<file path="src/sfc_regs.vh">
// sfc_regs.vh: register map, command fields, opcodes and timing of the
// serial flash host controller; assumes 32-bit AHB-Lite byte addresses.
`ifndef SFC_REGS_VH
`define SFC_REGS_VH
`define SFC_OFF_CMD   8'h00
`define SFC_OFF_ADDR  8'h04
`define SFC_OFF_LEN   8'h08
`define SFC_OFF_WDAT  8'h0C
`define SFC_OFF_RDAT  8'h10
`define SFC_OFF_STAT  8'h14
`define SFC_B_ALN     8
`define SFC_B_DLN     10
`define SFC_B_MODE    12
`define SFC_B_ADR     13
`define SFC_B_WR      14
`define SFC_B_QPI     15
`define SFC_B_VOL     16
`define SFC_B_POLL    17
`define SFC_B_WEL     18
`define SFC_B_DAT     19
`define SFC_B_DUM     20
`define SFC_B_MBYTE   24
`define SFC_RST_CMD   32'h0000_0000
`define SFC_RST_ADDR  24'h00_0000
`define SFC_RST_LEN   9'h001
`define SFC_RST_WDAT  16'h0000
`define SFC_LEN_MAX   9'h100
`define SFC_OP_WREN   8'h06
`define SFC_OP_VWREN  8'h50
`define SFC_OP_RDSR1  8'h05
`define SFC_OP_WRSR   8'h01
`define SFC_OP_WRSR2  8'h31
`define SFC_CS_GAP    6'h04
`endif

</file>
<file path="src/sfc_ctrl.v">
// sfc_ctrl.v: host controller for a serial NOR flash, top level.
// assumes an AHB-Lite master and a flash on csB, sck and io[3:0].
`include "sfc_regs.vh"
module sfc_ctrl #(
    parameter [7:0] HALF = 8'h04  // mclk cycles per sck half, >= 3
) (
    input  wire        mclk,
    input  wire        rst_b,
    input  wire        hsel,
    input  wire [31:0] haddr,
    input  wire [1:0]  htrans,
    input  wire        hwrite,
    input  wire [2:0]  hsize,
    input  wire [31:0] hwdata,
    input  wire        hready,
    output wire        hreadyout,
    output wire        hresp,
    output wire [31:0] hrdata,
    output wire        sck,
    output wire        csB,
    output wire [3:0]  ioOut,
    output wire [3:0]  ioOeB,
    input  wire [3:0]  ioIn
);
    localparam [2:0] P_IDLE = 3'h0;
    localparam [2:0] P_OP   = 3'h1;
    localparam [2:0] P_ADR  = 3'h2;
    localparam [2:0] P_MODE = 3'h3;
    localparam [2:0] P_DUM  = 3'h4;
    localparam [2:0] P_DAT  = 3'h5;
    localparam [2:0] P_END  = 3'h6;
    localparam [1:0] S_IDLE = 2'h0;
    localparam [1:0] S_PRE  = 2'h1;
    localparam [1:0] S_MAIN = 2'h2;
    localparam [1:0] S_POLL = 2'h3;

    wire        wrEn;
    wire [7:0]  regAddr;
    wire [31:0] wrData;
    reg  [31:0] rdData;
    wire [3:0]  ioS;

    reg  [31:0] cmd_q;
    reg  [23:0] adr_q;
    reg  [8:0]  len_q;
    reg  [15:0] wdat_q;
    reg  [31:0] rdat_q;
    reg  [7:0]  sts_q;
    reg  [1:0]  seq_q;
    reg         start_q;
    reg         go_q;
    reg         done_q;
    reg  [2:0]  p_q;
    reg  [7:0]  div_q;
    reg         sck_q;
    reg         csB_q;
    reg  [3:0]  ioOut_q;
    reg  [3:0]  ioOeB_q;
    reg  [31:0] sh_q;
    reg  [31:0] rx_q;
    reg  [5:0]  clk_q;
    reg  [1:0]  ln_q;
    reg  [8:0]  byte_q;

    sfc_ahb_slv u_slv (
        .mclk      (mclk),
        .rst_b     (rst_b),
        .hsel      (hsel),
        .haddr     (haddr),
        .htrans    (htrans),
        .hwrite    (hwrite),
        .hready    (hready),
        .hwdata    (hwdata),
        .rdData    (rdData),
        .hreadyout (hreadyout),
        .hrdata    (hrdata),
        .wrEn      (wrEn),
        .regAddr   (regAddr),
        .wrData    (wrData)
    );

    sfc_sync #(.W(4)) u_sync (
        .mclk  (mclk),
        .rst_b (rst_b),
        .din   (ioIn),
        .dout  (ioS)
    );

    // top lanes of the shift word onto the pins; io2/io3 idle high
    function [3:0] laneOut;
        input [31:0] s;
        input [1:0]  c;
        begin
            case (c)
                2'h0:    laneOut = {2'h3, 1'b0, s[31]};
                2'h1:    laneOut = {2'h3, s[31:30]};
                default: laneOut = s[31:28];
            endcase
        end
    endfunction

    // enables are low while driving; single lane always hears io1
    function [3:0] laneOeB;
        input [1:0] c;
        input       rd;
        begin
            case (c)
                2'h0:    laneOeB = 4'h2;
                2'h1:    laneOeB = rd ? 4'h3 : 4'h0;
                default: laneOeB = rd ? 4'hF : 4'h0;
            endcase
        end
    endfunction

    // command fields
    wire [7:0] cOp   = cmd_q[7:0];
    wire       cQpi  = cmd_q[`SFC_B_QPI];
    wire       cVol  = cmd_q[`SFC_B_VOL];
    wire       isSr1 = (cOp == `SFC_OP_WRSR);
    wire       isSr2 = (cOp == `SFC_OP_WRSR2);
    wire       isSrw = isSr1 | isSr2;
    wire       needPre  = isSrw | cmd_q[`SFC_B_WEL];
    wire       needPoll = isSrw | cmd_q[`SFC_B_POLL];
    wire       busy  = (seq_q != S_IDLE) | start_q;
    wire       tick  = (div_q == 8'h00);

    // data byte count, trimmed to what the device accepts
    reg [8:0] lenC;
    always @* begin
        if (isSr2) begin
            lenC = 9'h001;
        end else if (isSr1) begin
            lenC = (len_q >= 9'h002) ? 9'h002 : 9'h001;
        end else if (len_q == 9'h000) begin
            lenC = 9'h001;
        end else if (len_q > `SFC_LEN_MAX) begin
            lenC = `SFC_LEN_MAX;
        end else begin
            lenC = len_q;
        end
    end

    // frame shape for the current sequencer step
    reg [7:0] fOp;
    reg       fAdr;
    reg       fMode;
    reg [3:0] fDum;
    reg       fWr;
    reg       fDat;
    reg [1:0] fOln;
    reg [1:0] fAln;
    reg [1:0] fDln;
    always @* begin
        fOp   = cOp;
        fAdr  = cmd_q[`SFC_B_ADR];
        fMode = cmd_q[`SFC_B_MODE];
        fDum  = cmd_q[`SFC_B_DUM+3:`SFC_B_DUM];
        fWr   = cmd_q[`SFC_B_WR] | isSrw;
        fDat  = cmd_q[`SFC_B_DAT] | isSrw;
        fOln  = cQpi ? 2'h2 : 2'h0;
        fAln  = cQpi ? 2'h2 : cmd_q[`SFC_B_ALN+1:`SFC_B_ALN];
        fDln  = cQpi ? 2'h2 : cmd_q[`SFC_B_DLN+1:`SFC_B_DLN];
        if (seq_q == S_PRE) begin
            // 50h keeps the latch alone, 06h sets it
            fOp   = cVol ? `SFC_OP_VWREN : `SFC_OP_WREN;
            fAdr  = 1'b0;
            fMode = 1'b0;
            fDum  = 4'h0;
            fDat  = 1'b0;
        end else if (seq_q == S_POLL) begin
            fOp   = `SFC_OP_RDSR1;
            fAdr  = 1'b0;
            fMode = 1'b0;
            fDum  = 4'h0;
            fWr   = 1'b0;
            fDat  = 1'b1;
            fDln  = cQpi ? 2'h2 : 2'h0;
        end
    end

    // next phase, skipping absent ones and, without an address, the mode phase
    wire       lastByte = ((byte_q + 9'h001) == lenC);
    wire       more     = (seq_q == S_POLL) ? rx_q[0] : ~lastByte;
    wire [2:0] aftDum   = fDat ? P_DAT : P_END;
    wire [2:0] aftMode  = (fDum != 4'h0) ? P_DUM : aftDum;
    wire [2:0] aftAdr   = fMode ? P_MODE : aftMode;
    wire [2:0] aftOp    = fAdr ? P_ADR : aftMode;
    reg  [2:0] nxt;
    always @* begin
        case (p_q)
            P_IDLE:  nxt = P_OP;
            P_OP:    nxt = aftOp;
            P_ADR:   nxt = aftAdr;
            P_MODE:  nxt = aftMode;
            P_DUM:   nxt = aftDum;
            P_DAT:   nxt = more ? P_DAT : P_END;
            default: nxt = P_END;
        endcase
    end

    // load values for the phase about to start
    wire [7:0] wByte = ((p_q == P_DAT) && !byte_q[0]) ? wdat_q[15:8] : wdat_q[7:0];
    reg  [1:0]  ldLn;
    reg  [31:0] ldSh;
    reg         ldRd;
    reg  [5:0]  ldClk;
    always @* begin
        ldLn  = fAln;
        ldSh  = 32'h0000_0000;
        ldRd  = 1'b0;
        ldClk = 6'h00;
        case (nxt)
            P_OP: begin
                ldLn  = fOln;
                ldSh  = {fOp, 24'h00_0000};
                ldClk = 6'h08 >> fOln;
            end
            P_ADR: begin
                ldSh  = {adr_q, 8'h00};
                ldClk = 6'h18 >> fAln;
            end
            P_MODE: begin
                ldSh  = {cmd_q[`SFC_B_MBYTE+7:`SFC_B_MBYTE], 24'h00_0000};
                ldClk = 6'h08 >> fAln;
            end
            P_DUM: begin
                ldRd  = 1'b1;
                ldClk = {2'h0, fDum};
            end
            P_DAT: begin
                ldLn  = fDln;
                ldRd  = ~fWr;
                ldSh  = {wByte, 24'h00_0000};
                ldClk = 6'h08 >> fDln;
            end
            default: ldClk = 6'h00;
        endcase
    end

    wire endFall = tick && sck_q && (p_q != P_IDLE) && (p_q != P_END) && (clk_q == 6'h01);
    wire doLoad  = ((p_q == P_IDLE) && go_q) || (endFall && (nxt != P_END));
    wire [31:0] shNx = sh_q << (3'h1 << ln_q);

    // link engine: sck divider, shifting, phase walk, chip select
    always @(posedge mclk or negedge rst_b) begin
        if (!rst_b) begin
            p_q     <= P_IDLE;
            div_q   <= 8'h00;
            sck_q   <= 1'b0;
            csB_q   <= 1'b1;
            ioOut_q <= 4'hC;
            ioOeB_q <= 4'h2;
            sh_q    <= 32'h0000_0000;
            rx_q    <= 32'h0000_0000;
            clk_q   <= 6'h00;
            ln_q    <= 2'h0;
            byte_q  <= 9'h000;
            done_q  <= 1'b0;
            rdat_q  <= 32'h0000_0000;
            sts_q   <= 8'h00;
        end else begin
            done_q <= 1'b0;
            if (p_q == P_IDLE) begin
                div_q <= HALF - 8'h01;
                if (go_q) begin
                    csB_q  <= 1'b0;
                    byte_q <= 9'h000;
                    p_q    <= P_OP;
                end
            end else if (!tick) begin
                div_q <= div_q - 8'h01;
            end else begin
                div_q <= HALF - 8'h01;
                if (p_q == P_END) begin
                    // cs rises with sck low, after whole phases only
                    csB_q   <= 1'b1;
                    ioOut_q <= 4'hC;
                    ioOeB_q <= 4'h2;
                    if (clk_q == 6'h00) begin
                        p_q    <= P_IDLE;
                        done_q <= 1'b1;
                    end else begin
                        clk_q <= clk_q - 6'h01;
                    end
                end else if (!sck_q) begin
                    // rising edge: device data is settled here
                    sck_q <= 1'b1;
                    case (ln_q)
                        2'h0:    rx_q <= {rx_q[30:0], ioS[1]};
                        2'h1:    rx_q <= {rx_q[29:0], ioS[1:0]};
                        default: rx_q <= {rx_q[27:0], ioS};
                    endcase
                end else begin
                    sck_q <= 1'b0;
                    if (clk_q != 6'h01) begin
                        clk_q   <= clk_q - 6'h01;
                        sh_q    <= shNx;
                        ioOut_q <= laneOut(shNx, ln_q);
                    end else begin
                        if (p_q == P_DAT) begin
                            byte_q <= byte_q + 9'h001;
                            if (!fWr) begin
                                rdat_q <= {rdat_q[23:0], rx_q[7:0]};
                            end
                            if (seq_q == S_POLL) begin
                                sts_q <= rx_q[7:0];
                            end
                        end
                        p_q <= nxt;
                        if (nxt == P_END) begin
                            clk_q <= `SFC_CS_GAP;
                        end
                    end
                end
            end
            // a fresh phase overrides the shift above
            if (doLoad) begin
                ln_q    <= ldLn;
                sh_q    <= ldSh;
                clk_q   <= ldClk;
                ioOut_q <= laneOut(ldSh, ldLn);
                ioOeB_q <= laneOeB(ldLn, ldRd);
            end
        end
    end

    // sequencer: latch prefix, main frame, busy poll
    always @(posedge mclk or negedge rst_b) begin
        if (!rst_b) begin
            seq_q   <= S_IDLE;
            start_q <= 1'b0;
            go_q    <= 1'b0;
        end else begin
            go_q    <= 1'b0;
            start_q <= 1'b0;
            case (seq_q)
                S_IDLE: begin
                    if (wrEn && (regAddr == `SFC_OFF_CMD) && !start_q) begin
                        start_q <= 1'b1;
                    end
                    if (start_q) begin
                        seq_q <= needPre ? S_PRE : S_MAIN;
                        go_q  <= 1'b1;
                    end
                end
                S_PRE: begin
                    if (done_q) begin
                        seq_q <= S_MAIN;
                        go_q  <= 1'b1;
                    end
                end
                S_MAIN: begin
                    if (done_q) begin
                        // status writes and commands with the poll bit are waited out before idle
                        seq_q <= needPoll ? S_POLL : S_IDLE;
                        go_q  <= needPoll;
                    end
                end
                default: begin
                    if (done_q) begin
                        seq_q <= S_IDLE;
                    end
                end
            endcase
        end
    end

    // register writes; ignored while a command runs
    always @(posedge mclk or negedge rst_b) begin
        if (!rst_b) begin
            cmd_q  <= `SFC_RST_CMD;
            adr_q  <= `SFC_RST_ADDR;
            len_q  <= `SFC_RST_LEN;
            wdat_q <= `SFC_RST_WDAT;
        end else if (wrEn && !busy) begin
            if (regAddr == `SFC_OFF_CMD) begin
                cmd_q <= wrData;
            end else if (regAddr == `SFC_OFF_ADDR) begin
                adr_q <= wrData[23:0];
            end else if (regAddr == `SFC_OFF_LEN) begin
                len_q <= wrData[8:0];
            end else if (regAddr == `SFC_OFF_WDAT) begin
                wdat_q <= wrData[15:0];
            end
        end
    end

    // read decode; unmapped offsets read zero
    always @* begin
        if (regAddr == `SFC_OFF_CMD) begin
            rdData = cmd_q;
        end else if (regAddr == `SFC_OFF_ADDR) begin
            rdData = {8'h00, adr_q};
        end else if (regAddr == `SFC_OFF_LEN) begin
            rdData = {23'h00_0000, len_q};
        end else if (regAddr == `SFC_OFF_WDAT) begin
            rdData = {16'h0000, wdat_q};
        end else if (regAddr == `SFC_OFF_RDAT) begin
            rdData = rdat_q;
        end else if (regAddr == `SFC_OFF_STAT) begin
            rdData = {16'h0000, sts_q, 7'h00, busy};
        end else begin
            rdData = 32'h0000_0000;
        end
    end

    assign hresp = 1'b0;
    assign sck   = sck_q;
    assign csB   = csB_q;
    assign ioOut = ioOut_q;
    assign ioOeB = ioOeB_q;
endmodule // sfc_ctrl

</file>
<file path="src/sfc_sync.v">
// sfc_sync.v: two-flop synchroniser for the flash data pins.
// assumes pins are asynchronous to mclk.
module sfc_sync #(
    parameter W = 4
) (
    input  wire         mclk,
    input  wire         rst_b,
    input  wire [W-1:0] din,
    output wire [W-1:0] dout
);
    genvar i;
    // first stage feeds only the second stage
    generate
        for (i = 0; i < W; i = i + 1) begin : g_bit
            reg meta_q;
            reg sync_q;
            always @(posedge mclk or negedge rst_b) begin
                if (!rst_b) begin
                    meta_q <= 1'b0;
                    sync_q <= 1'b0;
                end else begin
                    meta_q <= din[i];
                    sync_q <= meta_q;
                end
            end
            assign dout[i] = sync_q;
        end
    endgenerate
endmodule // sfc_sync

</file>
<file path="src/sfc_ahb_slv.v">
// sfc_ahb_slv.v: AHB-Lite slave front end, one wait state per transfer.
// assumes single word transfers; register storage lives in the caller.
module sfc_ahb_slv (
    input  wire        mclk,
    input  wire        rst_b,
    input  wire        hsel,
    input  wire [31:0] haddr,
    input  wire [1:0]  htrans,
    input  wire        hwrite,
    input  wire        hready,
    input  wire [31:0] hwdata,
    input  wire [31:0] rdData,
    output wire        hreadyout,
    output wire [31:0] hrdata,
    output wire        wrEn,
    output wire [7:0]  regAddr,
    output wire [31:0] wrData
);
    reg        pend_q;
    reg        wr_q;
    reg [7:0]  adr_q;
    reg        rdy_q;
    reg [31:0] rdat_q;

    // wait state keeps hrdata straight from a flop
    always @(posedge mclk or negedge rst_b) begin
        if (!rst_b) begin
            pend_q <= 1'b0;
            wr_q   <= 1'b0;
            adr_q  <= 8'h00;
            rdy_q  <= 1'b1;
            rdat_q <= 32'h0000_0000;
        end else if (hsel && htrans[1] && hready) begin
            pend_q <= 1'b1;
            wr_q   <= hwrite;
            adr_q  <= haddr[7:0];
            rdy_q  <= 1'b0;
        end else if (pend_q) begin
            pend_q <= 1'b0;
            rdy_q  <= 1'b1;
            if (!wr_q) begin
                rdat_q <= rdData;
            end
        end
    end

    assign hreadyout = rdy_q;
    assign hrdata    = rdat_q;
    assign wrEn      = pend_q & wr_q;
    assign regAddr   = adr_q;
    assign wrData    = hwdata;
endmodule // sfc_ahb_slv

</file>
<file path="config.mk">
export PLATFORM = sky130hd
export DESIGN_NAME = sfc_ctrl
export DESIGN_NICKNAME = d
export VERILOG_FILES = /design/src/sfc_ctrl.v /design/src/sfc_sync.v /design/src/sfc_ahb_slv.v
export VERILOG_INCLUDE_DIRS = /design/src /design/src/src
export SDC_FILE = /design/constraint.sdc
export NUM_CORES = 1
export LEC_CHECK = 0
export BUFFER_PORTS_ARGS = -buffer_cell sky130_fd_sc_hd__buf_2
export CORE_MARGIN = 10
export CORE_UTILIZATION = 54
export CTS_CLUSTER_DIAMETER = 40
export DETAILED_ROUTE_END_ITERATION = 6
export PLACE_DENSITY = 0.76
export SLEW_MARGIN = 0
export SYNTH_ARGS = -nofsm -noshare
export SYNTH_HDL_FRONTEND = slang
export SYNTH_HIERARCHICAL = 1
export SYNTH_SLANG_ARGS = --single-unit
</file>
<file path="constraint.sdc">
create_clock -name mclk -period 3.2 [get_ports mclk]
set_input_delay 0.48 -clock mclk [delete_from_list [all_inputs] [get_ports mclk]]
set_output_delay 0.48 -clock mclk [all_outputs]
set_load 0.02 [all_outputs]
</file>
; ---- After elaboration in Yosys (flattened, before gate mapping)
; Cells that the tools add are included.
[totals]
input_bits = 78
elab_cells = 273
ff_bits = 255
output_inout_bits = 44
[classes]
addsub = 3
reduce_logical = 58
n_shift = 6
eq_ne = 40
bitwise_logic = 18
muxes = 112
magnitude_cmp = 2
[op_table]
columns = op, count
row1 = 2-to-1 mux 32 bit, 11
row2 = case mux 32 bit (4 select lines), 1
row3 = 2-to-1 mux 9 bit, 11
row4 = 2-to-1 mux 4 bit, 13
row5 = 2-to-1 mux 6 bit, 8
row6 = 2-to-1 mux 8 bit, 5
row7 = 2-to-1 mux 2 bit, 16
row8 = left shift 32 x 3 -> 32 bit, 1
row9 = case mux 6 bit (5 select lines), 1
row10 = 2-to-1 mux 3 bit, 9
row11 = 2-to-1 mux 1 bit, 26
row12 = case mux 4 bit (2 select lines), 3
row13 = nonzero test 2 bit, 11
row14 = AND reduction 5 bit, 4
row15 = "equality test 3 bit, second input constant", 6
row16 = case mux 3 bit (6 select lines), 1
row17 = "right shift 4 x 2 -> 6 bit, first input constant", 3
row18 = "equality test 8 x 4 -> 1 bit, second input constant", 2
row19 = "equality test 8 x 5 -> 1 bit, second input constant", 2
row20 = logical NOT 8 bit, 2
row21 = 2-to-1 mux 16 bit, 1
row22 = "!= test 2 bit, second input constant", 8
row23 = case mux 8 bit (2 select lines), 1
row24 = AND reduction 4 bit, 4
row25 = other kinds (40), 89

; ---- Depth between registers and ports, before layout
; Gate-level depths: netlist (run 1).
[depth]
word_depth = 18
ltp_mapped = 14
depth_no_buf = 11

; ---- Hierarchy
; Netlist (run 1), hierarchy kept.
[by_module_without_submodules]
columns = mod, area_per_inst_um2, seq_area_each_um2, cells_per_inst, instances
row1 = sfc_ctrl, 11528.6, 5086.1, 1108, 1
row2 = sfc_ahb_slv, 1861.8, 1077.3, 125, 1
row3 = sfc_sync, 230.2, 200.2, 12, 1

; ---- Least setup slack after synthesis (run 1)
; Ideal clock, no wire load.
[synth_path]
path_type = flip-flop to flip-flop
start = register cmd_q[2]
end = register ioOut_q[1], in the netlist ioOut[1]
setup_ns = 0.122
n_path_buf = 3
arrival_ns = 2.957
path_stages_with_launch = 13
slack_ns = 0.121
synth_period_minus_slack_ns = 3.079
cell_sequence = dfrtp_1 or4_4 nor3_2 buf_4 a2111oi_0 or3_4 a311o_1 nor2_1 a21o_1 buf_4 buf_6 o211ai_1 a32o_1
[synth_between]
elab_chain_len = 14
word_cells_on_any_way = 35
cone_classes = eq/ne (10) / mux (15) / bitwise (3) / reduce/logical (7)
[synth_lines]
columns = element, line_no
row1 = from (decl), sfc_ctrl.v:43  ; reg [31:0] cmd_q;
row2 = from (signal assigned), sfc_ctrl.v:371  ; cmd_q <= `SFC_RST_CMD;
row3 = from (signal assigned), sfc_ctrl.v:377  ; cmd_q <= wrData;
row4 = equality test 8 x 1 -> 1 bit (no source line) / equality test 8 x 6 -> 1 bit (equally long branches), -
row5 = OR 1 bit, sfc_ctrl.v:121  ; wire isSrw = isSr1 | isSr2;
row6 = OR 1 bit, sfc_ctrl.v:159  ; fDat = cmd_q[`SFC_B_DAT] | isSrw;
row7 = 2-to-1 mux 1 bit, sfc_ctrl.v:170  ; end else if (seq_q == S_POLL) begin
row8 = 2-to-1 mux 1 bit, sfc_ctrl.v:163  ; if (seq_q == S_PRE) begin
row9 = 2-to-1 mux 2 bit, sfc_ctrl.v:184  ; wire [2:0] aftDum = fDat ? P_DAT : P_END;
row10 = 2-to-1 mux 2 bit, sfc_ctrl.v:185  ; wire [2:0] aftMode = (fDum != 4'h0) ? P_DUM : aftDum;
row11 = "2-to-1 mux 3 bit, on equally long branches", "sfc_ctrl.v:186, sfc_ctrl.v:187"
row12 = case mux 3 bit (6 select lines) *, sfc_ctrl.v:190  ; case (p_q)
row13 = equality test 3 bit (tied with other cells), sfc_ctrl.v:212  ; case (nxt)
row14 = case mux 2 bit (2 select lines) / logical AND 1 bit (equally long branches), "sfc_ctrl.v:212, sfc_ctrl.v:241"
row15 = equality test 2 x 1 -> 1 bit (tied with other cells), sfc_ctrl.v:94  ; case (c)
row16 = case mux 4 bit (2 select lines) (tied with other cells), sfc_ctrl.v:94
row17 = 2-to-1 mux 4 bit / AND reduction 4 bit (equally long branches), -
row18 = to (signal assigned), sfc_ctrl.v:298  ; ioOut_q <= laneOut(shNx, ln_q);
row19 = to (signal assigned), sfc_ctrl.v:321  ; ioOut_q <= laneOut(ldSh, ldLn);
row20 = to (decl), sfc_ctrl.v:57  ; reg [3:0] ioOut_q;
; Every way passes the cells marked *; elsewhere a longest branch is shown, timed or not.
; A chain may end at the register's enable or synchronous reset.

; ---- Worst setup path after layout (run 1)
[layout_path]
start = register cmd_q[2]
end = register sh_q[11]
[layout_between]
elab_chain_len = 14
word_cells_on_any_way = 32
cone_classes = eq/ne (10) / mux (13) / bitwise (3) / reduce/logical (6)
[layout_lines]
columns = element, line_no
row1 = equality test 8 x 1 -> 1 bit (no source line) / equality test 8 x 6 -> 1 bit (equally long branches), -
row2 = OR 1 bit, sfc_ctrl.v:121
row3 = OR 1 bit, sfc_ctrl.v:159
row4 = 2-to-1 mux 1 bit, sfc_ctrl.v:170
row5 = 2-to-1 mux 1 bit, sfc_ctrl.v:163
row6 = 2-to-1 mux 2 bit, sfc_ctrl.v:184
row7 = 2-to-1 mux 2 bit, sfc_ctrl.v:185
row8 = "2-to-1 mux 3 bit, on equally long branches", "sfc_ctrl.v:186, sfc_ctrl.v:187"
row9 = case mux 3 bit (6 select lines) *, sfc_ctrl.v:190
row10 = != test 3 bit, sfc_ctrl.v:241  ; wire doLoad = ((p_q == P_IDLE) && go_q) || (endFall && (nxt != P_END));
row11 = logical AND 1 bit, sfc_ctrl.v:241
row12 = logical OR 1 bit, sfc_ctrl.v:241
row13 = != test 2 bit (no source line) / nonzero test 2 bit (equally long branches), -
row14 = AND reduction 5 bit (no source line), -
row15 = to (signal assigned), sfc_ctrl.v:297  ; sh_q <= shNx;
row16 = to (signal assigned), sfc_ctrl.v:319  ; sh_q <= ldSh;
row17 = to (decl), sfc_ctrl.v:59  ; reg [31:0] sh_q;
; Marked as above.

==> metrics.log, run 1 <==
[metrics] critical path fanouts, max: 8
[metrics] number of global-route vias before repair: 10,413
[metrics] gpl congestion: 0.9660
[metrics] width of the die: 178.8 um
[metrics] leakage dissipation: 7.592 nW
[metrics] number of standard cells after synthesis: 1,245
[metrics] violations in the final reports: design-rule violations, negative setup slack
[metrics] final standard cell count with taps included and fillers excluded: 1,737
[metrics] number of clock sinks: 254
[metrics] final net count: 1,463
[metrics] TritonCTS buffer count: 38
[metrics] Synthesis Warnings: 6
[metrics] residual antenna-violating net count after detailed routing: 0
[metrics] area added between synthesis and finish: 21.06%
[metrics] critical path class: register to register
[metrics] GRT Resource Usage Total: 23.81%
[metrics] average wire per cell in the routed design: 22.63 um
[metrics] Top Family by Delay on Critical Path: simple AND/OR/NAND/NOR gates
[metrics] source-to-sink clock delay at the later pin of the worst-skew pair: 0.53 ns
[metrics] IR drop worst, VDD: 0.3944 mV
[metrics] drt via density: 6.139
[metrics] DP Cell Count: 1,649
[metrics] worst path cell trace: or4_4 -> nor3_2 -> buf_4 -> a2111oi_2 -> or3_4 -> a311o_1 -> o21ai_2 -> a21oi_4 -> buf_6 -> a21oi_4 -> buf_12 -> clkbuf_16 -> nor2_1 -> a31oi_1
[metrics] number of input and output port buffers inserted: 92
[metrics] power per unit of standard cell area: 527.1 nW/um2
[metrics] maximum cell stage delay along the critical path: 0.58 ns
[metrics] switching share of power: 26.65%
[metrics] count of final max-slew check failures: 0
[metrics] cell-internal power: 6.375 mW
[metrics] combinational fraction of design power: 11.7%
[metrics] WHS: 0.06424 ns
[metrics] endpoint type of the worst setup path: register
[metrics] largest net degree at the start of global routing: 70
[metrics] root buffer cell: sky130_fd_sc_hd__clkbuf_16
[metrics] first-pass GRT wire length: 60,110 um
[metrics] initial standard-cell utilization of the core: 54.40%
[metrics] setup violators final: 28
[metrics] Seq/Total Area, Yosys: 46.72%
[metrics] clock tree from TritonCTS: built
[metrics] result of the run: finished, violations left
[metrics] antenna cells: 0
[metrics] number of distinct library cell variants in the gate-level netlist after synthesis: 84
[metrics] DR DRC count: 12
[metrics] routed wire length: 39,300 um
[metrics] final hold violation count: 0
[metrics] min Tclk post-route: 3.304 ns
[metrics] path depth of the worst reg2reg path: 14
[metrics] number of placement rows: 58
[metrics] Fmax achieved: 0.3027 GHz
[metrics] relative contribution of the clock network to total power: 48.0%
[metrics] critical path depth: 14
[metrics] Data arrival, critical path: 3.73 ns
[metrics] detailed placer's ending HPWL: 27,390 um
[metrics] H-Tree Depth: 2
[metrics] worst path buffer plus inverter count: 4
[metrics] number of antenna violations at the first check in global routing: 0
[metrics] Floorplan Core Area: 25,040 um2
[metrics] crit path max-delay cell type: sky130_fd_sc_hd__or4_4
[metrics] Clock transition at path regs: 0.06 ns
[metrics] Die Footprint: 31,980 um2
[metrics] number of nets produced by synthesis: 1,330
[metrics] most prevalent standard cell on the critical path: sky130_fd_sc_hd__a21oi_4
[metrics] path category of the worst min-delay check: input pin to register
[metrics] global-route congestion overflow total: 0
[metrics] type of element launching the critical path: register
[metrics] flops & latches, synth: 254
[metrics] max-cap violation count: 0
[metrics] count of pins on the block boundary: 122
[metrics] setup repair after global routing missed its margin: yes
[metrics] P_sw: 2.317 mW
[metrics] Synth Cell Area: 13,620 um2
[metrics] number of synthesized flops with an enable pin: 0
[metrics] least setup slack across all paths after layout: -0.1038 ns
[metrics] Data required, critical path: 3.62 ns
[metrics] number of optimization iterations in the first detailed-route pass: 7
[metrics] worst hold path stage count: 1
[metrics] mean instance size in the synthesized netlist: 10.94 um2
[metrics] share of total power in sequential cells: 40.4%
[metrics] share of flip-flops with an asynchronous set or reset after synthesis: 100.0%
[metrics] die height: 178.8 um
[metrics] final worst path period share: 103.2%
[metrics] Post-Route Skew: 0.02199 ns
[metrics] fraction of layout instances using a drive strength above 1: 36.67%
[metrics] maximum clock insertion buffer count: 3
[metrics] initial detailed-routing violation count: 1,129
[metrics] predominant post-synthesis flop cell: sky130_fd_sc_hd__dfrtp_1
[metrics] slew at the pin closest to its max-slew limit: 0.7379 ns
[metrics] Vias: 10,664
[metrics] slew margin rel.: 50.29%
==> power by group through the flow <==
stage / clock, mW / sequential [mW] / combinational, mW
2_1_floorplan: 0 / 3.52 / 0.635
4_1_cts: 4.20 / 3.50 / 0.991
6_report: 4.17 / 3.51 / 1.01
3_5_place_dp: 0 / 3.55 / 0.969
5_1_grt: 4.35 / 3.52 / 1.09
3_3_place_gp: 0 / 3.55 / 0.949
==> area by class of cell <==
cell class | instances | area (um2)
clock buffers | 50 | 1097
clock inverters | 19 | 191.4
fillers | 1853 | 8547
inverters | 25 | 93.84
multi-input cells | 853 | 6736
flip-flops and latches | 254 | 6366
well taps | 330 | 412.9
repair buffers | 206 | 1592
==> through the flow <==
| stage | setup WS [ns] | utilization [%] | power, mW | cell area, um2 | TNS (ns) |
|---|---|---|---|---|---|
| global route | -0.2683 | 65.86 | 8.966 | 16490 | -6.448 |
| global placement | -0.07360 | 58.78 | 4.494 | 14720 | -0.2691 |
| floorplan | 0.1212 | - | 4.157 | 13620 | 0 |
| detailed placement | -0.2196 | 58.78 | 4.520 | 14720 | -2.102 |
| finish | -0.1038 | 65.86 | 8.691 | 16490 | -1.530 |
| CTS | -0.04591 | 64.27 | 8.688 | 16090 | -0.4811 |
==> worst paths after layout <==
path                                   startpoint                endpoint  slack (ns)
setup / recovery                         cmd_q[2]                sh_q[11]       -0.10
hold / removal                            ioIn[3]  u_sync/g_bit[3].meta_q        0.06
setup reg to reg                         cmd_q[2]                sh_q[11]       -0.10
hold reg to reg            u_sync/g_bit[3].meta_q  u_sync/g_bit[3].sync_q        0.35
max in group asynchronous                   rst_b         u_slv/hreadyout        1.82
min in group asynchronous                   rst_b                ioOeB[0]        0.53
==> kinds of logic after synthesis <==
group | synth area share [%]
AO/OA/AOI/OAI | 12.68
XOR/XNOR | 1.029
adder cells (fa/ha/maj) | 0.6430
buffers and inverters | 5.310
flip-flops | 46.72
multiplexers | 21.58
other | 0.02753
AND/OR/NAND/NOR | 12.02
==> cell usage after synthesis, types with 12 or more instances <==
cell	n	area [um2]
sky130_fd_sc_hd__mux2_2	155	1745
sky130_fd_sc_hd__buf_1	12	45.04
sky130_fd_sc_hd__a22o_1	22	192.7
sky130_fd_sc_hd__a31oi_1	21	131.4
sky130_fd_sc_hd__a21oi_1	42	210.2
sky130_fd_sc_hd__mux2i_1	54	540.5
sky130_fd_sc_hd__inv_1	25	93.84
sky130_fd_sc_hd__nand3_1	35	175.2
sky130_fd_sc_hd__mux4_2	28	630.6
sky130_fd_sc_hd__buf_4	42	315.3
sky130_fd_sc_hd__o21ai_0	60	300.3
sky130_fd_sc_hd__dfrtp_1	248	6206
sky130_fd_sc_hd__nor3_1	16	80.08
sky130_fd_sc_hd__nand2_1	98	367.9
sky130_fd_sc_hd__a211oi_1	12	90.09
sky130_fd_sc_hd__nor2_1	114	427.9
sky130_fd_sc_hd__o211ai_1	14	105.1
sky130_fd_sc_hd__or3_1	12	75.07
sky130_fd_sc_hd__clkbuf_1	46	172.7
==> metal layers <==
| metal | global-route usage, % | share of wire (%) | routed length [um] |
|---|---|---|---|
| met1 | 31.54 | 41 | 16200 |
| met2 | 37.52 | 47 | 18510 |
| met3 | 5.307 | 7.7 | 3046 |
| met4 | 9.094 | 3.9 | 1540 |
| met5 | 0 | 0 | 0 |
==> registers in the layout, indices dropped and copies added, names as in the netlist, 6 cells and up <==
signal,count
u_slv/regAddr,8
rx_q,8
cmd_q,32
sh_q,32
sts_q,8
wdat_q,16
len_q,9
u_slv/hrdata,32
div_q,8
byte_q,9
adr_q,24
rdat_q,32
clk_q,6
==> placed cells by master, fill, tap and decap left out, drive strengths merged, types with 4 or more instances in the layout <==
cell type	Yosys	final
nor4	6	6
nor3	18	18
a31oi	21	21
mux2	157	157
nor2	114	114
o21a	5	5
a21o	5	5
a211oi	13	13
nor4b	5	5
a222oi	6	6
nor2b	8	8
clkinvlp	0	7
inv	25	30
or3	13	13
o211a	4	4
mux4	28	28
a221oi	4	4
xnor2	9	9
nand2	98	98
buf	67	199
o31ai	11	11
and3	7	7
clkbuf	46	56
nand4	4	4
dfstp	6	6
o21ai	69	69
nand3	35	35
o211ai	14	14
mux2i	54	54
ha	7	7
a21oi	44	44
and2	7	7
dfrtp	248	248
clkinv	0	5
xor2	7	7
nand2b	10	10
or2	5	5
or4	4	4
a22o	22	22
==> what timing repair did <==
action	CTS	global route
gates resized for setup	14	34
setup buffers	3	9
pin swaps	8	16
hold buffers	1	0
hold endpoints to repair	59	0
gates cloned	0	9
setup endpoints to repair	37	45
No activity file was read; power rests on OpenSTA's default activity.
==> inputs of run 2 (changes only) <==
--- a/config.mk
+++ b/config.mk
@@ -15,5 +15,4 @@
 export SLEW_MARGIN = 0
 export SYNTH_ARGS = -nofsm -noshare
 export SYNTH_HDL_FRONTEND = slang
-export SYNTH_HIERARCHICAL = 1
 export SYNTH_SLANG_ARGS = --single-unit
==> run 2 against run 1 <==
Net effect:
- the flow finishes with violations (negative setup slack)
- synthesized cell count fell by 1.0%
- fmax is 1.4% higher
- first-iteration DRC count rose by 4.5%
- largest power group unchanged
- non-clock buffer count decreased by 22
- cell count fell by 0.86%
- highest routed layer unchanged
- critical path type unchanged
- synthesized area decreased by 3.3%
- clock power decreased by 9.6%
==> metrics.log, run 2 <==
[metrics] result of the run: finished, violations left (unchanged)
[metrics] violations in the final reports: negative setup slack (was design-rule violations, negative setup slack)
[metrics] total chip power: 8.211 mW (was 8.691 mW)
[metrics] share of total power in sequential cells: 43.2% (was 40.4%)
[metrics] critical path class: register to register (unchanged)
[metrics] source-to-sink clock delay at the later pin of the worst-skew pair: 0.51 ns (was 0.53 ns)
[metrics] power per unit of standard cell area: 515.6 nW/um2 (was 527.1 nW/um2)
[metrics] number of global-route vias before repair: 10,682 (was 10,413)
[metrics] width of the die: 176.1 um (was 178.8 um)
[metrics] Data required, critical path: 3.56 ns (was 3.62 ns)
[metrics] DR DRC count: 0 (was 12)
[metrics] IR drop worst, VDD: 0.3387 mV (was 0.3944 mV)
[metrics] largest net degree at the start of global routing: 72 (was 70)
[metrics] WHS: 0.07549 ns (was 0.06424 ns)
[metrics] switching share of power: 25.97% (was 26.65%)
[metrics] initial detailed-routing violation count: 1,180 (was 1,129)
[metrics] number of synthesized flops with an enable pin: 0 (unchanged)
[metrics] combinational fraction of design power: 10.9% (was 11.7%)
[metrics] count of pins on the block boundary: 122 (unchanged)
[metrics] fraction of layout instances using a drive strength above 1: 33.05% (was 36.67%)
[metrics] Seq/Total Area, Yosys: 48.34% (was 46.72%)
[metrics] mean instance size in the synthesized netlist: 10.69 um2 (was 10.94 um2)
[metrics] number of antenna violations at the first check in global routing: 3 (was 0)
[metrics] gpl congestion: 0.9369 (was 0.9660)
[metrics] Post-Route Skew: 0.02845 ns (was 0.02199 ns)
[metrics] clock tree from TritonCTS: built (unchanged)
[metrics] Synthesis Warnings: 0 (was 6)
[metrics] Synth Cell Area: 13,170 um2 (was 13,620 um2)
[metrics] least setup slack across all paths after layout: -0.05975 ns (was -0.1038 ns)
[metrics] slew at the pin closest to its max-slew limit: 0.8798 ns (was 0.7379 ns)
[metrics] count of final max-slew check failures: 0 (unchanged)
[metrics] number of standard cells after synthesis: 1,232 (was 1,245)
[metrics] number of optimization iterations in the first detailed-route pass: 6 (was 7)
[metrics] number of placement rows: 57 (was 58)
[metrics] number of clock sinks: 254 (unchanged)
[metrics] flops & latches, synth: 254 (unchanged)
[metrics] max-cap violation count: 0 (unchanged)
[metrics] cell-internal power: 6.079 mW (was 6.375 mW)
[metrics] Fmax achieved: 0.3068 GHz (was 0.3027 GHz)
[metrics] detailed placer's ending HPWL: 27,180 um (was 27,390 um)
[metrics] first-pass GRT wire length: 59,300 um (was 60,110 um)
[metrics] number of distinct library cell variants in the gate-level netlist after synthesis: 81 (was 84)
[metrics] drt via density: 6.221 (was 6.139)
[metrics] Die Footprint: 31,030 um2 (was 31,980 um2)
[metrics] slew margin rel.: 41.34% (was 50.29%)
[metrics] setup repair after global routing missed its margin: yes (unchanged)
[metrics] share of flip-flops with an asynchronous set or reset after synthesis: 100.0% (unchanged)
[metrics] Clock transition at path regs: 0.06 ns (about the same)
[metrics] Floorplan Core Area: 24,180 um2 (was 25,040 um2)
[metrics] most numerous cell types in the synthesized netlist: 248 x sky130_fd_sc_hd__dfrtp_1, 137 x sky130_fd_sc_hd__mux2_2, 135 x sky130_fd_sc_hd__nand2_1 (was 248 x sky130_fd_sc_hd__dfrtp_1, 155 x sky130_fd_sc_hd__mux2_2, 114 x sky130_fd_sc_hd__nor2_1)
[metrics] final net count: 1,455 (was 1,463)
[metrics] type of element launching the critical path: register (unchanged)
[metrics] critical path fanouts, max: 6 (was 8)
[metrics] maximum clock insertion buffer count: 3 (unchanged)
[metrics] relative contribution of the clock network to total power: 46.0% (was 48.0%)
[metrics] die height: 176.1 um (was 178.8 um)
[metrics] predominant post-synthesis flop cell: sky130_fd_sc_hd__dfrtp_1 (unchanged)
[metrics] H-Tree Depth: 2 (unchanged)
[metrics] routed wire length: 38,470 um (was 39,300 um)
[metrics] GRT Resource Usage Total: 23.95% (was 23.81%)
[metrics] Yosys top cell area share: 47.14% (was 45.56%)
[metrics] average wire per cell in the routed design: 22.34 um (was 22.63 um)
[metrics] Data arrival, critical path: 3.62 ns (was 3.73 ns)
[metrics] final worst path period share: 101.9% (was 103.2%)
[metrics] most area-hungry cell type in the Yosys netlist: sky130_fd_sc_hd__dfrtp_1 (unchanged)
[metrics] number of nets produced by synthesis: 1,317 (was 1,330)
[metrics] Vias: 10,713 (was 10,664)
[metrics] DP Cell Count: 1,645 (was 1,649)
[metrics] setup violators final: 1 (was 28)
[metrics] path category of the worst min-delay check: input pin to register (unchanged)
[metrics] final standard cell count with taps included and fillers excluded: 1,722 (was 1,737)
[metrics] initial standard-cell utilization of the core: 54.45% (was 54.40%)
[metrics] global-route congestion overflow total: 0 (unchanged)
[metrics] min Tclk post-route: 3.260 ns (was 3.304 ns)
[metrics] leakage dissipation: 7.193 nW (was 7.592 nW)
[metrics] endpoint type of the worst setup path: register (unchanged)
[metrics] final hold violation count: 0 (unchanged)
[metrics] Synth area leaders: sky130_fd_sc_hd__dfrtp_1 47%, sky130_fd_sc_hd__mux2_2 12%, sky130_fd_sc_hd__mux4_2 4.8%, sky130_fd_sc_hd__nand2_1 3.8%, sky130_fd_sc_hd__o21ai_0 3.2% (was sky130_fd_sc_hd__dfrtp_1 46%, sky130_fd_sc_hd__mux2_2 13%, sky130_fd_sc_hd__mux4_2 4.6%, sky130_fd_sc_hd__mux2i_1 4.0%, sky130_fd_sc_hd__nor2_1 3.1%)
[metrics] TritonCTS buffer count: 36 (was 38)
[metrics] commonest cells after routing, fill and taps aside: 245 x sky130_fd_sc_hd__dfrtp_1, 136 x sky130_fd_sc_hd__mux2_2, 135 x sky130_fd_sc_hd__nand2_1 (was 246 x sky130_fd_sc_hd__dfrtp_1, 155 x sky130_fd_sc_hd__mux2_2, 112 x sky130_fd_sc_hd__nor2_1)
[metrics] placement-stage cell area: 14,440 um2 (was 14,720 um2)
[metrics] final instance area: 15,930 um2 (was 16,490 um2)
[metrics] residual antenna-violating net count after detailed routing: 0 (unchanged)
[metrics] area added between synthesis and finish: 20.97% (was 21.06%)
[metrics] most frequently used cell type in the post-synthesis netlist: sky130_fd_sc_hd__dfrtp_1 (unchanged)
[metrics] most common library cell in the layout ignoring fill and taps: sky130_fd_sc_hd__dfrtp_1 (unchanged)
[metrics] root buffer cell: sky130_fd_sc_hd__clkbuf_16 (unchanged)
[metrics] P_sw: 2.132 mW (was 2.317 mW)
[metrics] number of input and output port buffers inserted: 92 (unchanged)
==> run 2: kinds of logic after synthesis <==
logic type	count (synthesis)	share of synthesized area [%]
AOI/OAI and AO/OA	305	15.68
xor gates and xnor gates	20	1.644
adders and majority gates	7	0.6652
buffers and inverters	104	3.193
DFF	254	48.34
muxes	186	18.12
other	1	0.02848
and+or+nand+nor	355	12.33
==> run 2: through the flow <==
stage               util (%)  setup TNS [ns]  setup slack (ns)
floorplan                  -               0            0.1106
global placement       59.73               0           0.03216
detailed placement     59.73               0          0.003289
CTS                    64.58               0          0.006010
global route           65.87         -0.6617           -0.1183
finish                 65.87        -0.05975          -0.05975
==> run 2: worst paths after layout <==
check | start | slack, ns | to | depth (start not counted)
setup / recovery | len_q[1] | -0.06 | sh_q[26] | 10
hold / removal | ioIn[3] | 0.08 | u_sync.g_bit[3].meta_q | 1
setup reg to reg | len_q[1] | -0.06 | sh_q[26] | 10
hold reg to reg | u_sync.g_bit[2].meta_q | 0.35 | u_sync.g_bit[2].sync_q | 0
max in group asynchronous | rst_b | 1.82 | len_q[0] | 3
min in group asynchronous | rst_b | 0.52 | u_slv.hrdata[24] | 2
==> run 2: area by class of cell <==
class,instances,area [um2]
inverter,20,75.07
fill,1786,8250
timing repair buffer,184,1363
tap,324,405.4
antenna,3,7.507
clock inverter,14,126.4
sequential,254,6367
clock buffer,49,1021
multi-input combinational,874,6561
==> run 2: timing repair <==
| action | in CTS | in global routing |
|---|---|---|
| endpoints found under the hold margin | 66 | 0 |
| resized for setup | 4 | 30 |
| hold buffers | 1 | 0 |
| buffers inserted | 0 | 6 |
| cloned | 0 | 4 |
| pin swaps | 0 | 13 |
| endpoints found under the setup margin | 3 | 43 |
==> run 2: layer usage <==
layer,GRT usage (%),vias up,wire [um]
met3,5.510,108,3323
met4,10.10,0,1444
li1,-,4789,-
met2,38.87,478,18600
met1,30.30,5338,15100
met5,0,-,0
==> run 2: power groups by stage <==
stage / Sequential, mW / Combinational (mW) / Clock, mW
after floorplan: 3.52 / 0.542 / 0
after global placement: 3.58 / 0.835 / 0
after detailed placement: 3.59 / 0.853 / 0
after CTS: 3.53 / 0.862 / 3.82
after global routing: 3.56 / 0.968 / 3.97
final: 3.54 / 0.892 / 3.77
==> run 2: worst max-delay path, stage by stage (launching register included) <==
cell and delay [ns]:
sky130_fd_sc_hd__dfrtp_1 0.37, sky130_fd_sc_hd__or4_4 0.57, sky130_fd_sc_hd__or3_4 0.39, sky130_fd_sc_hd__a311oi_2 0.23, sky130_fd_sc_hd__a31oi_1 0.09, sky130_fd_sc_hd__o21ai_2 0.25, sky130_fd_sc_hd__o2bb2ai_4 0.21, sky130_fd_sc_hd__a21oi_4 0.13
sky130_fd_sc_hd__buf_4 0.19, sky130_fd_sc_hd__a221oi_1 0.52, sky130_fd_sc_hd__a211oi_2 0.16
